$ cat src/hw/sync_ctrl_pkg.sv
// Package: constants and carriers for buffer sync and clock mode control
package sync_ctrl_pkg;

  // AXI4-Lite register byte offsets
  localparam logic [7:0] ADDR_CTRL0 = 8'h00;
  localparam logic [7:0] ADDR_CTRL24 = 8'h04;
  localparam logic [7:0] ADDR_CTRL26 = 8'h08;
  localparam logic [7:0] ADDR_CTRL32 = 8'h0C;
  localparam logic [7:0] ADDR_STATUS = 8'h10;

  // Field positions
  localparam int BUF_ENA_BIT = 0;
  localparam int PLL_ENA_BIT = 0;
  localparam int CP_LSB = 1;
  localparam int PRESCALE_LSB = 3;
  localparam int FBDIV_LSB = 8;
  localparam int SLEEP_BIT = 0;
  localparam int COARSE_LSB = 1;
  localparam int RDSEL_LSB = 0;
  localparam int WRSEL_LSB = 4;

  // Sync-select bit meanings
  localparam int SEL_SYNC = 0;
  localparam int SEL_FRAME = 1;
  localparam int SEL_STROBE = 2;
  localparam int SEL_SIF = 3;

  // Charge-pump codes
  localparam logic [1:0] CP_SINGLE = 2'h1;
  localparam logic [1:0] CP_DOUBLE = 2'h3;

  // Reset values
  localparam logic [31:0] CTRL0_RST = 32'h0000_0001;
  localparam logic [31:0] CTRL24_RST = 32'h0000_0400;
  localparam logic [31:0] CTRL26_RST = 32'h0000_0001;
  localparam logic [31:0] CTRL32_RST = 32'h0000_0000;

  // Buffer geometry
  localparam logic [2:0] WR_PTR_RST = 3'h0;
  localparam logic [2:0] RD_PTR_RST = 3'h4;
  localparam int BUF_DEPTH = 8;

  // Clock switch settle count in cycles
  localparam logic [2:0] SWITCH_SETTLE = 3'h3;

  typedef enum logic [1:0] {
    MODE_BYPASS = 2'h0,
    MODE_DUAL = 2'h1,
    MODE_SINGLE = 2'h3,
    MODE_NONE = 2'h2
  } buf_mode_t;

  typedef enum logic [1:0] {
    CLK_DIRECT = 2'h0,
    CLK_STOP_TO_PLL = 2'h1,
    CLK_PLL = 2'h3,
    CLK_STOP_TO_DIRECT = 2'h2
  } clk_state_t;

  // PLL settings carrier
  typedef struct packed {
    logic use_pll;
    logic sleep;
    logic [2:0] prescale;
    logic [7:0] fbdiv;
    logic [5:0] coarse;
    logic double_cp;
  } pll_cfg_t;

  // Sample carrier: four 16-bit channels
  typedef struct packed {
    logic [15:0] ch_a;
    logic [15:0] ch_b;
    logic [15:0] ch_c;
    logic [15:0] ch_d;
  } sample_t;

endpackage : sync_ctrl_pkg

$ cat src/hw/fb_divider.sv
// Programmable divider producing a one-cycle pulse every code cycles
`timescale 1ns/1ns
`default_nettype none
module fb_divider
  import sync_ctrl_pkg::*;
(
  // Clock and reset
  input wire logic core_clk_i,
  input wire logic reset_i,
  // Control
  input wire logic enable_i,
  input wire logic resync_i,
  input wire logic [7:0] div_i,
  // Output
  output logic tick_o
);

  typedef struct packed {
    logic [7:0] cnt;
    logic tick;
  } div_state_t;

  div_state_t s_q;
  div_state_t s_d;

  // Count down from div value; code equals divide ratio, zero acts as one
  always_comb begin
    s_d = s_q;
    s_d.tick = 1'b0;
    if (!enable_i || resync_i) begin
      s_d.cnt = 8'h00;
    end else if (s_q.cnt == 8'h00 || s_q.cnt == 8'h01) begin
      s_d.cnt = div_i;
      s_d.tick = 1'b1;
    end else begin
      s_d.cnt = s_q.cnt - 8'h01;
    end
  end

  // State register
  always_ff @(posedge core_clk_i or posedge reset_i) begin
    if (reset_i) begin
      s_q <= '0;
    end else begin
      s_q <= s_d;
    end
  end

  assign tick_o = s_q.tick;

endmodule : fb_divider
`default_nettype wire

$ cat src/hw/sync_clock_ctrl.sv
// Buffer sync mode and sample-clock source control with AXI4-Lite registers
`timescale 1ns/1ns
`default_nettype none
module sync_clock_ctrl
  import sync_ctrl_pkg::*;
(
  // Clock and reset
  input wire logic core_clk_i,
  input wire logic reset_i,
  // AXI4-Lite write address
  input wire logic [7:0] s_axi_awaddr,
  input wire logic s_axi_awvalid,
  output logic s_axi_awready,
  // AXI4-Lite write data
  input wire logic [31:0] s_axi_wdata,
  input wire logic [3:0] s_axi_wstrb,
  input wire logic s_axi_wvalid,
  output logic s_axi_wready,
  // AXI4-Lite write response
  output logic [1:0] s_axi_bresp,
  output logic s_axi_bvalid,
  input wire logic s_axi_bready,
  // AXI4-Lite read address
  input wire logic [7:0] s_axi_araddr,
  input wire logic s_axi_arvalid,
  output logic s_axi_arready,
  // AXI4-Lite read data
  output logic [31:0] s_axi_rdata,
  output logic [1:0] s_axi_rresp,
  output logic s_axi_rvalid,
  input wire logic s_axi_rready,
  // Sync pins, asynchronous
  input wire logic frame_i,
  input wire logic sync_i,
  input wire logic output_strobe_i,
  input wire logic sif_sync_i,
  // Data from input data clock side, asynchronous word
  input wire logic [63:0] in_sample_i,
  input wire logic in_write_i,
  // Outputs
  output logic [63:0] out_sample_o,
  output logic out_valid_o,
  output logic [2:0] wr_ptr_o,
  output logic [2:0] rd_ptr_o,
  output logic use_pll_clk_o,
  output logic clk_gate_o,
  output logic pll_sleep_o,
  output logic [2:0] pll_prescale_o,
  output logic [7:0] pll_fbdiv_o,
  output logic [5:0] pll_coarse_o,
  output logic pll_double_cp_o,
  output logic int_strobe_o
);

  typedef struct packed {
    logic [31:0] ctrl0;
    logic [31:0] ctrl24;
    logic [31:0] ctrl26;
    logic [31:0] ctrl32;
    logic aw_hold;
    logic [7:0] aw_addr;
    logic w_hold;
    logic [31:0] w_data;
    logic [3:0] w_strb;
    logic bvalid;
    logic [1:0] bresp;
    logic rvalid;
    logic [31:0] rdata;
    logic [1:0] rresp;
    logic [3:0] pin_s1;
    logic [3:0] pin_s2;
    logic [3:0] pin_s3;
    logic wr_s1;
    logic wr_s2;
    logic wr_s3;
    logic [63:0] smp_s1;
    logic [63:0] smp_s2;
    logic [2:0] wr_ptr;
    logic [2:0] rd_ptr;
    logic [63:0] out_sample;
    logic out_valid;
    sample_t [BUF_DEPTH-1:0] mem;
    clk_state_t clk_st;
    logic [2:0] settle;
    logic use_pll;
    logic clk_gate;
    logic strobe;
    logic double_cp;
    logic aw_rdy;
    logic w_rdy;
    logic ar_rdy;
  } state_t;

  state_t s_q;
  state_t s_d;
  logic fb_tick;

  // Register readback decode, shared by read path
  function automatic logic [31:0] read_reg(input state_t st, input logic [7:0] addr);
    logic [31:0] v;
    v = 32'h0000_0000;
    unique case (addr)
      ADDR_CTRL0: v = st.ctrl0;
      ADDR_CTRL24: v = st.ctrl24;
      ADDR_CTRL26: v = st.ctrl26;
      ADDR_CTRL32: v = st.ctrl32;
      ADDR_STATUS: v = {21'h00_0000, st.clk_st, st.use_pll, st.rd_ptr, st.wr_ptr,
                        buf_mode(st.ctrl0, st.ctrl32)};
      default: v = 32'h0000_0000;
    endcase
    return v;
  endfunction : read_reg

  // Buffer mode decode
  function automatic buf_mode_t buf_mode(input logic [31:0] c0, input logic [31:0] c32);
    logic [3:0] rsel;
    buf_mode_t m;
    rsel = c32[RDSEL_LSB +: 4];
    if (!c0[BUF_ENA_BIT]) begin
      m = MODE_BYPASS;
    end else if (rsel == 4'h4) begin
      m = MODE_DUAL;
    end else if (rsel[SEL_FRAME] || rsel[SEL_SYNC]) begin
      m = MODE_SINGLE;
    end else begin
      m = MODE_NONE;
    end
    return m;
  endfunction : buf_mode

  // Byte-lane merge for writes
  function automatic logic [31:0] merge(input logic [31:0] old, input logic [31:0] nw,
                                        input logic [3:0] strb);
    logic [31:0] r;
    r = old;
    for (int i = 0; i < 4; i++) begin
      if (strb[i]) begin
        r[i*8 +: 8] = nw[i*8 +: 8];
      end
    end
    return r;
  endfunction : merge

  // Phase-detector tick from feedback divider
  fb_divider i_fb_divider (
    .core_clk_i(core_clk_i),
    .reset_i(reset_i),
    .enable_i(s_q.use_pll),
    .resync_i(s_q.clk_st != CLK_PLL),
    .div_i(s_q.ctrl24[FBDIV_LSB +: 8]),
    .tick_o(fb_tick)
  );

  // Next-state logic
  always_comb begin
    logic [3:0] rise;
    logic wr_rise;
    logic [3:0] wsel;
    logic [3:0] rsel;
    logic strobe_src;
    logic wr_reset;
    logic rd_reset;
    buf_mode_t mode;
    logic want_pll;
    s_d = s_q;
    // Two-flop pin synchronisers, third stage for edge detection
    s_d.pin_s1 = {sif_sync_i, output_strobe_i, frame_i, sync_i};
    s_d.pin_s2 = s_q.pin_s1;
    s_d.pin_s3 = s_q.pin_s2;
    s_d.wr_s1 = in_write_i;
    s_d.wr_s2 = s_q.wr_s1;
    s_d.wr_s3 = s_q.wr_s2;
    // Data word synchroniser; word is held steady around its write edge
    s_d.smp_s1 = in_sample_i;
    s_d.smp_s2 = s_q.smp_s1;
    rise = s_q.pin_s2 & ~s_q.pin_s3;
    wr_rise = s_q.wr_s2 & ~s_q.wr_s3;
    wsel = s_q.ctrl32[WRSEL_LSB +: 4];
    rsel = s_q.ctrl32[RDSEL_LSB +: 4];
    mode = buf_mode(s_q.ctrl0, s_q.ctrl32);
    // Strobe source: internal in PLL mode, pin otherwise
    strobe_src = s_q.use_pll ? s_q.strobe : rise[SEL_STROBE];
    s_d.strobe = fb_tick;
    // Pointer resets from selected rising edges; empty selects give none outside single mode
    wr_reset = |(wsel & rise & 4'hB);
    rd_reset = 1'b0;
    unique case (mode)
      MODE_DUAL: begin
        wr_reset = |(wsel & rise & 4'hB) | rise[SEL_FRAME] & (wsel == 4'h0) & 1'b0;
        rd_reset = strobe_src;
      end
      MODE_SINGLE: begin
        rd_reset = |(rsel & rise & 4'h3);
        wr_reset = wr_reset | rd_reset;
      end
      MODE_NONE: begin
        rd_reset = |(rsel & rise & 4'h8);
      end
      MODE_BYPASS: begin
        rd_reset = 1'b0;
      end
    endcase
    // Write side: sample written on each synchronised write strobe outside bypass, unless a write-pointer reset
    s_d.out_valid = 1'b0;
    if (wr_reset) begin
      s_d.wr_ptr = WR_PTR_RST;
    end else if (wr_rise && mode != MODE_BYPASS) begin
      s_d.mem[s_q.wr_ptr] = s_q.smp_s2;
      s_d.wr_ptr = s_q.wr_ptr + 3'h1;
    end
    // Read side and bypass path
    if (mode == MODE_BYPASS) begin
      if (wr_rise) begin
        s_d.out_sample = s_q.smp_s2;
        s_d.out_valid = 1'b1;
      end
    end else if (rd_reset) begin
      s_d.rd_ptr = RD_PTR_RST;
    end else if (wr_rise) begin
      s_d.out_sample = s_q.mem[s_q.rd_ptr];
      s_d.out_valid = 1'b1;
      s_d.rd_ptr = s_q.rd_ptr + 3'h1;
    end
    // Clock source selection with gated hand-over
    want_pll = s_q.ctrl24[PLL_ENA_BIT] & ~s_q.ctrl26[SLEEP_BIT];
    unique case (s_q.clk_st)
      CLK_DIRECT: begin
        s_d.clk_gate = 1'b1;
        if (want_pll) begin
          s_d.clk_gate = 1'b0;
          s_d.settle = SWITCH_SETTLE;
          s_d.clk_st = CLK_STOP_TO_PLL;
        end
      end
      CLK_STOP_TO_PLL: begin
        if (s_q.settle != 3'h0) begin
          s_d.settle = s_q.settle - 3'h1;
        end else begin
          s_d.use_pll = 1'b1;
          s_d.clk_gate = 1'b1;
          s_d.clk_st = CLK_PLL;
        end
      end
      CLK_PLL: begin
        if (!want_pll) begin
          s_d.clk_gate = 1'b0;
          s_d.settle = SWITCH_SETTLE;
          s_d.clk_st = CLK_STOP_TO_DIRECT;
        end
      end
      CLK_STOP_TO_DIRECT: begin
        if (s_q.settle != 3'h0) begin
          s_d.settle = s_q.settle - 3'h1;
        end else begin
          s_d.use_pll = 1'b0;
          s_d.clk_gate = 1'b1;
          s_d.clk_st = CLK_DIRECT;
        end
      end
    endcase
    // AXI write channels, accepted in either order
    if (s_axi_awvalid && !s_q.aw_hold && !s_q.bvalid) begin
      s_d.aw_hold = 1'b1;
      s_d.aw_addr = s_axi_awaddr;
    end
    if (s_axi_wvalid && !s_q.w_hold && !s_q.bvalid) begin
      s_d.w_hold = 1'b1;
      s_d.w_data = s_axi_wdata;
      s_d.w_strb = s_axi_wstrb;
    end
    if (s_q.aw_hold && s_q.w_hold) begin
      s_d.aw_hold = 1'b0;
      s_d.w_hold = 1'b0;
      s_d.bvalid = 1'b1;
      s_d.bresp = 2'h0;
      unique case (s_q.aw_addr)
        ADDR_CTRL0: s_d.ctrl0 = merge(s_q.ctrl0, s_q.w_data, s_q.w_strb);
        ADDR_CTRL24: s_d.ctrl24 = merge(s_q.ctrl24, s_q.w_data, s_q.w_strb);
        ADDR_CTRL26: s_d.ctrl26 = merge(s_q.ctrl26, s_q.w_data, s_q.w_strb);
        ADDR_CTRL32: s_d.ctrl32 = merge(s_q.ctrl32, s_q.w_data, s_q.w_strb);
        ADDR_STATUS: s_d.bresp = 2'h0;
        default: s_d.bresp = 2'h2;
      endcase
    end
    if (s_q.bvalid && s_axi_bready) begin
      s_d.bvalid = 1'b0;
    end
    // AXI read channel
    if (s_axi_arvalid && !s_q.rvalid) begin
      s_d.rvalid = 1'b1;
      s_d.rdata = read_reg(s_q, s_axi_araddr);
      s_d.rresp = (s_axi_araddr > ADDR_STATUS || s_axi_araddr[1:0] != 2'h0) ? 2'h2 : 2'h0;
    end else if (s_q.rvalid && s_axi_rready) begin
      s_d.rvalid = 1'b0;
    end
    // Registered handshake readies and pump flag
    s_d.aw_rdy = !s_d.aw_hold && !s_d.bvalid;
    s_d.w_rdy = !s_d.w_hold && !s_d.bvalid;
    s_d.ar_rdy = !s_d.rvalid;
    s_d.double_cp = s_d.ctrl24[CP_LSB +: 2] == CP_DOUBLE;
  end

  // State register
  always_ff @(posedge core_clk_i or posedge reset_i) begin
    if (reset_i) begin
      s_q <= '0;
      s_q.ctrl0 <= CTRL0_RST;
      s_q.ctrl24 <= CTRL24_RST;
      s_q.ctrl26 <= CTRL26_RST;
      s_q.ctrl32 <= CTRL32_RST;
      s_q.wr_ptr <= WR_PTR_RST;
      s_q.rd_ptr <= RD_PTR_RST;
      s_q.clk_st <= CLK_DIRECT;
      s_q.aw_rdy <= 1'b1;
      s_q.w_rdy <= 1'b1;
      s_q.ar_rdy <= 1'b1;
    end else begin
      s_q <= s_d;
    end
  end

  // Bus outputs straight from state
  assign s_axi_awready = s_q.aw_rdy;
  assign s_axi_wready = s_q.w_rdy;
  assign s_axi_bvalid = s_q.bvalid;
  assign s_axi_bresp = s_q.bresp;
  assign s_axi_arready = s_q.ar_rdy;
  assign s_axi_rvalid = s_q.rvalid;
  assign s_axi_rdata = s_q.rdata;
  assign s_axi_rresp = s_q.rresp;

  // Data and clock-control outputs
  assign out_sample_o = s_q.out_sample;
  assign out_valid_o = s_q.out_valid;
  assign wr_ptr_o = s_q.wr_ptr;
  assign rd_ptr_o = s_q.rd_ptr;
  assign use_pll_clk_o = s_q.use_pll;
  assign clk_gate_o = s_q.clk_gate;
  assign pll_sleep_o = s_q.ctrl26[SLEEP_BIT];
  assign pll_prescale_o = s_q.ctrl24[PRESCALE_LSB +: 3];
  assign pll_fbdiv_o = s_q.ctrl24[FBDIV_LSB +: 8];
  assign pll_coarse_o = s_q.ctrl26[COARSE_LSB +: 6];
  assign pll_double_cp_o = s_q.double_cp;
  assign int_strobe_o = s_q.strobe;

endmodule : sync_clock_ctrl
`default_nettype wire

$ cat config.mk
export PLATFORM = sky130hd
export DESIGN_NAME = sync_clock_ctrl
export DESIGN_NICKNAME = d
export VERILOG_FILES = /design/src/hw/sync_ctrl_pkg.sv /design/src/hw/fb_divider.sv /design/src/hw/sync_clock_ctrl.sv
export SDC_FILE = /design/constraint.sdc
export NUM_CORES = 2
export LEC_CHECK = 0
export BUFFER_PORTS_ARGS = -buffer_cell sky130_fd_sc_hd__buf_4
export CORE_MARGIN = 1.5
export CORE_UTILIZATION = 45
export CTS_CLUSTER_SIZE = 40
export DETAILED_ROUTE_END_ITERATION = 8
export GPL_TIMING_DRIVEN = 0
export PLACE_DENSITY = 0.65
export REMOVE_ABC_BUFFERS = 1
export SLEW_MARGIN = 20
export SYNTH_ARGS = -nofsm -noshare
export SYNTH_HDL_FRONTEND = slang
export SYNTH_SLANG_ARGS = --single-unit
$ cat constraint.sdc
create_clock -name core_clk_i -period 43 [get_ports core_clk_i]
set_input_delay 2.15 -clock core_clk_i [delete_from_list [all_inputs] [get_ports core_clk_i]]
set_output_delay 2.15 -clock core_clk_i [all_outputs]
set_load 0.1 [all_outputs]
==> flow_summary.ini <==
[timing]
tightest_slew_ps = 1080
hold_ws_ps = 335
drv_slew = 0
finalSetupTns_ps = 0
hold_viol_final = 0
period_needed_ps = 4410
fin_crit_sh_pct = 10.3
finClkSkew_ps = 22.2
setup_viol = 0
clock.fmax_mhz = 227
grt_setup_unrepaired = false
slew_headroom_pct = 27.9

[logic_synthesis]
netlist_area_mm2 = 0.0406
ys_warn_count = 0
yosys.area.top_type = dfrtp_1
yosysMostFrequentCell = dfrtp_1
synth_mux_area_share_pct = 30.9
syn_area_per_cell_um2 = 15.5
synthTopCellsByCount = dfrtp_1, mux2_2, mux4_2
synth-xor-area-share_pct = 0.129
synth_cell_type_count = 58
synth_top_family_by_area = multiplexers
synth_flop_cell = dfrtp_1
synth_compound_area_share_pct = 2.61
netlist.area_leader.share_pct = 58.6
ys_ff_latch = 957
yosysSeqAreaShare_pct = 59.0
synthSimpleGateAreaFrac_pct = 2.95
synth-edff-count = 0
synthAdderAreaFrac_pct = 0.370
synth_cells = 2619
async_reset_ff_share_pct = 100
synthTopCellsByArea = dfrtp_1, mux2_2, mux4_2

[floorplanning]
dieArea_mm2 = 0.0920
fp.coreArea_mm2 = 0.0889
die_w_um = 303
floorplan.initialDensity_pct = 45.7
rows = 109
boundaryPins = 262
die_h_um = 303

[power]
power_density_mw_per_mm2 = 54.3
combPwrFrac_pct = 22.3
peakVddDrop_mv = 0.0714
p_clk_share_pct = 35.5
p_sw_share_pct = 31.8
seqPwrFrac_pct = 42.2
p_int_mw = 1.76
switching_power_uw = 823
p_total_mw = 2.58
cellLeakagePower_nw = 22.5

[placed_design]
dp_hpwl_um = 62200
dp_cells = 3897
portBuffers = 259
gp_congestion = 0.761

[layout]
drive_above_1_share_pct = 50.8
area_growth_pct = 17.3
fin_nets = 2977
utilization_pct = 53.6
fin_cells = 4089

[cts]
ctsRootBufferMaster = clkbuf_16
h-tree-depth = 3
clockBufferDepth = 3
cts_buffers = 103
insertion_delay_ps = 670
cts.sinks = 957
ctsHoldBuffers = 0
post_cts_resize_count = 0
path_clk_slew_ps = 60
cts_tree = yes
postCtsSetupRepairBufs = 0

[routing]
routedWlPerCell_um = 22.4
vias_per_cell = 5.45
drtPass1Iterations = 5
ant_nets = 0
drc = 0
drtIter0Drc = 1295
vias = 22300
drt-total-wl_um = 91800

[setup_path]
end_kind = flip-flop
path_max_fanout = 46
critPathArrivalTime_ps = 4960
required_ps = 43550
rrSetupSlack_ps = 38590
critPathLaunchType = flip-flop
critPathKind = flip-flop to flip-flop

[global_route]
grt_pass1_vias = 24800
gr-total-overflow = 0
track_usage_pct = 20.3
grt_max_degree = 114
grt_antenna_before_repair = 6
grt_pass1_wl_um = 144000

[status]
status = complete, no violations

[flow_run]
cap_violations = 0

[hold_path]
min_path_type = flip-flop to flip-flop
cell type report:
cell class                 instances  area, um2
fill                            7198      41300
sequential                       957      24000
multi-input combinational       1381      15100
timing repair buffer             380       3440
clock buffer                     161       3180
tap                             1165       1460
clock inverter                    30        440
inverter                          14       60.1
antenna                            1       2.50
worst paths after layout:
check                                           endpoint                  from  depth (start not counted)
max                                  s_q[90]$_DFFE_PP0P_  s_q[918]$_DFFE_PP1P_                         10
min                                   s_q[608]$_DFF_PP0_    s_d[608]$_DFF_PP0_                          0
max reg2reg                          s_q[90]$_DFFE_PP0P_  s_q[918]$_DFFE_PP1P_                         10
min reg2reg                           s_q[608]$_DFF_PP0_    s_d[608]$_DFF_PP0_                          0
max in group asynchronous             s_q[617]$_DFF_PP0_               reset_i                          6
min in group asynchronous  i_fb_divider.s_q[1]$_DFF_PP0_               reset_i                          2
state kept, by name, indices dropped and copies added, names as in the netlist, 3 cells and up:
signal,cells
out_sample_o,64
pll_prescale_o,3
rd_ptr_o,3
i_fb_divider.s_q,8
s_q,742
s_axi_rdata,32
wr_ptr_o,3
pll_fbdiv_o,8
s_d,74
pll_coarse_o,6
worst max-delay path: stages, from the launching register on:
cell	delay (ps)
dfstp_4	990
nand3b_1	360
a2111oi_2	470
nand2_1	290
nor4b_2	640
buf_2	330
buf_2	240
buf_2	250
buf_4	190
buf_2	180
mux2_2	340
metrics by stage:
| stage | setup slack (ps) | cell area (um2) |
|---|---|---|
| 2_1_floorplan | 13940 | 39000 |
| 3_5_place_dp | 38480 | 44000 |
| 6_report | 38590 | 47600 |
| 3_3_place_gp | 6020 | 42400 |
| 4_1_cts | 38530 | 47600 |
| 5_1_grt | 38320 | 47600 |
cell families after synthesis:
family / count (synthesis)
buffers and inverters: 282
and+or+nand+nor: 213
other: 1
muxes: 972
AOI/OAI and AO/OA: 176
DFF: 957
adders and majority gates: 12
xor gates and xnor gates: 6
cell usage in the layout (no fill, tap or decap), drive strengths merged, types with 5 or more instances in the layout:
master  count
dfrtp     950
mux2      747
buf       380
clkbuf    161
mux4      149
a21oi     102
nor2       98
mux2i      76
nand2      49
a22o       25
o21ai      21
clkinv     18
inv        16
ha         12
and3       10
nor3       10
or2         9
bufinv      8
nand2b      7
dfstp       7
a211oi      6
nor3b       6
nor4b       5
power groups by stage:
stage,clock [mW],sequential (mW),combinational (mW)
3_5_place_dp,0,1.11,0.581
3_3_place_gp,0,1.13,0.541
5_1_grt,0.978,1.11,0.613
2_1_floorplan,0,1.28,0.244
4_1_cts,0.942,1.09,0.583
6_report,0.918,1.09,0.576
layer usage:
layer	GRT usage [%]	vias to the layer above	part of all wire [%]
met5	0	-	0.075
li1	-	9822	-
met4	5.46	10	2.4
met2	34.2	423	50
met3	5.13	147	5.4
met1	26.2	11900	42
(Power assumes the default switching activity.)
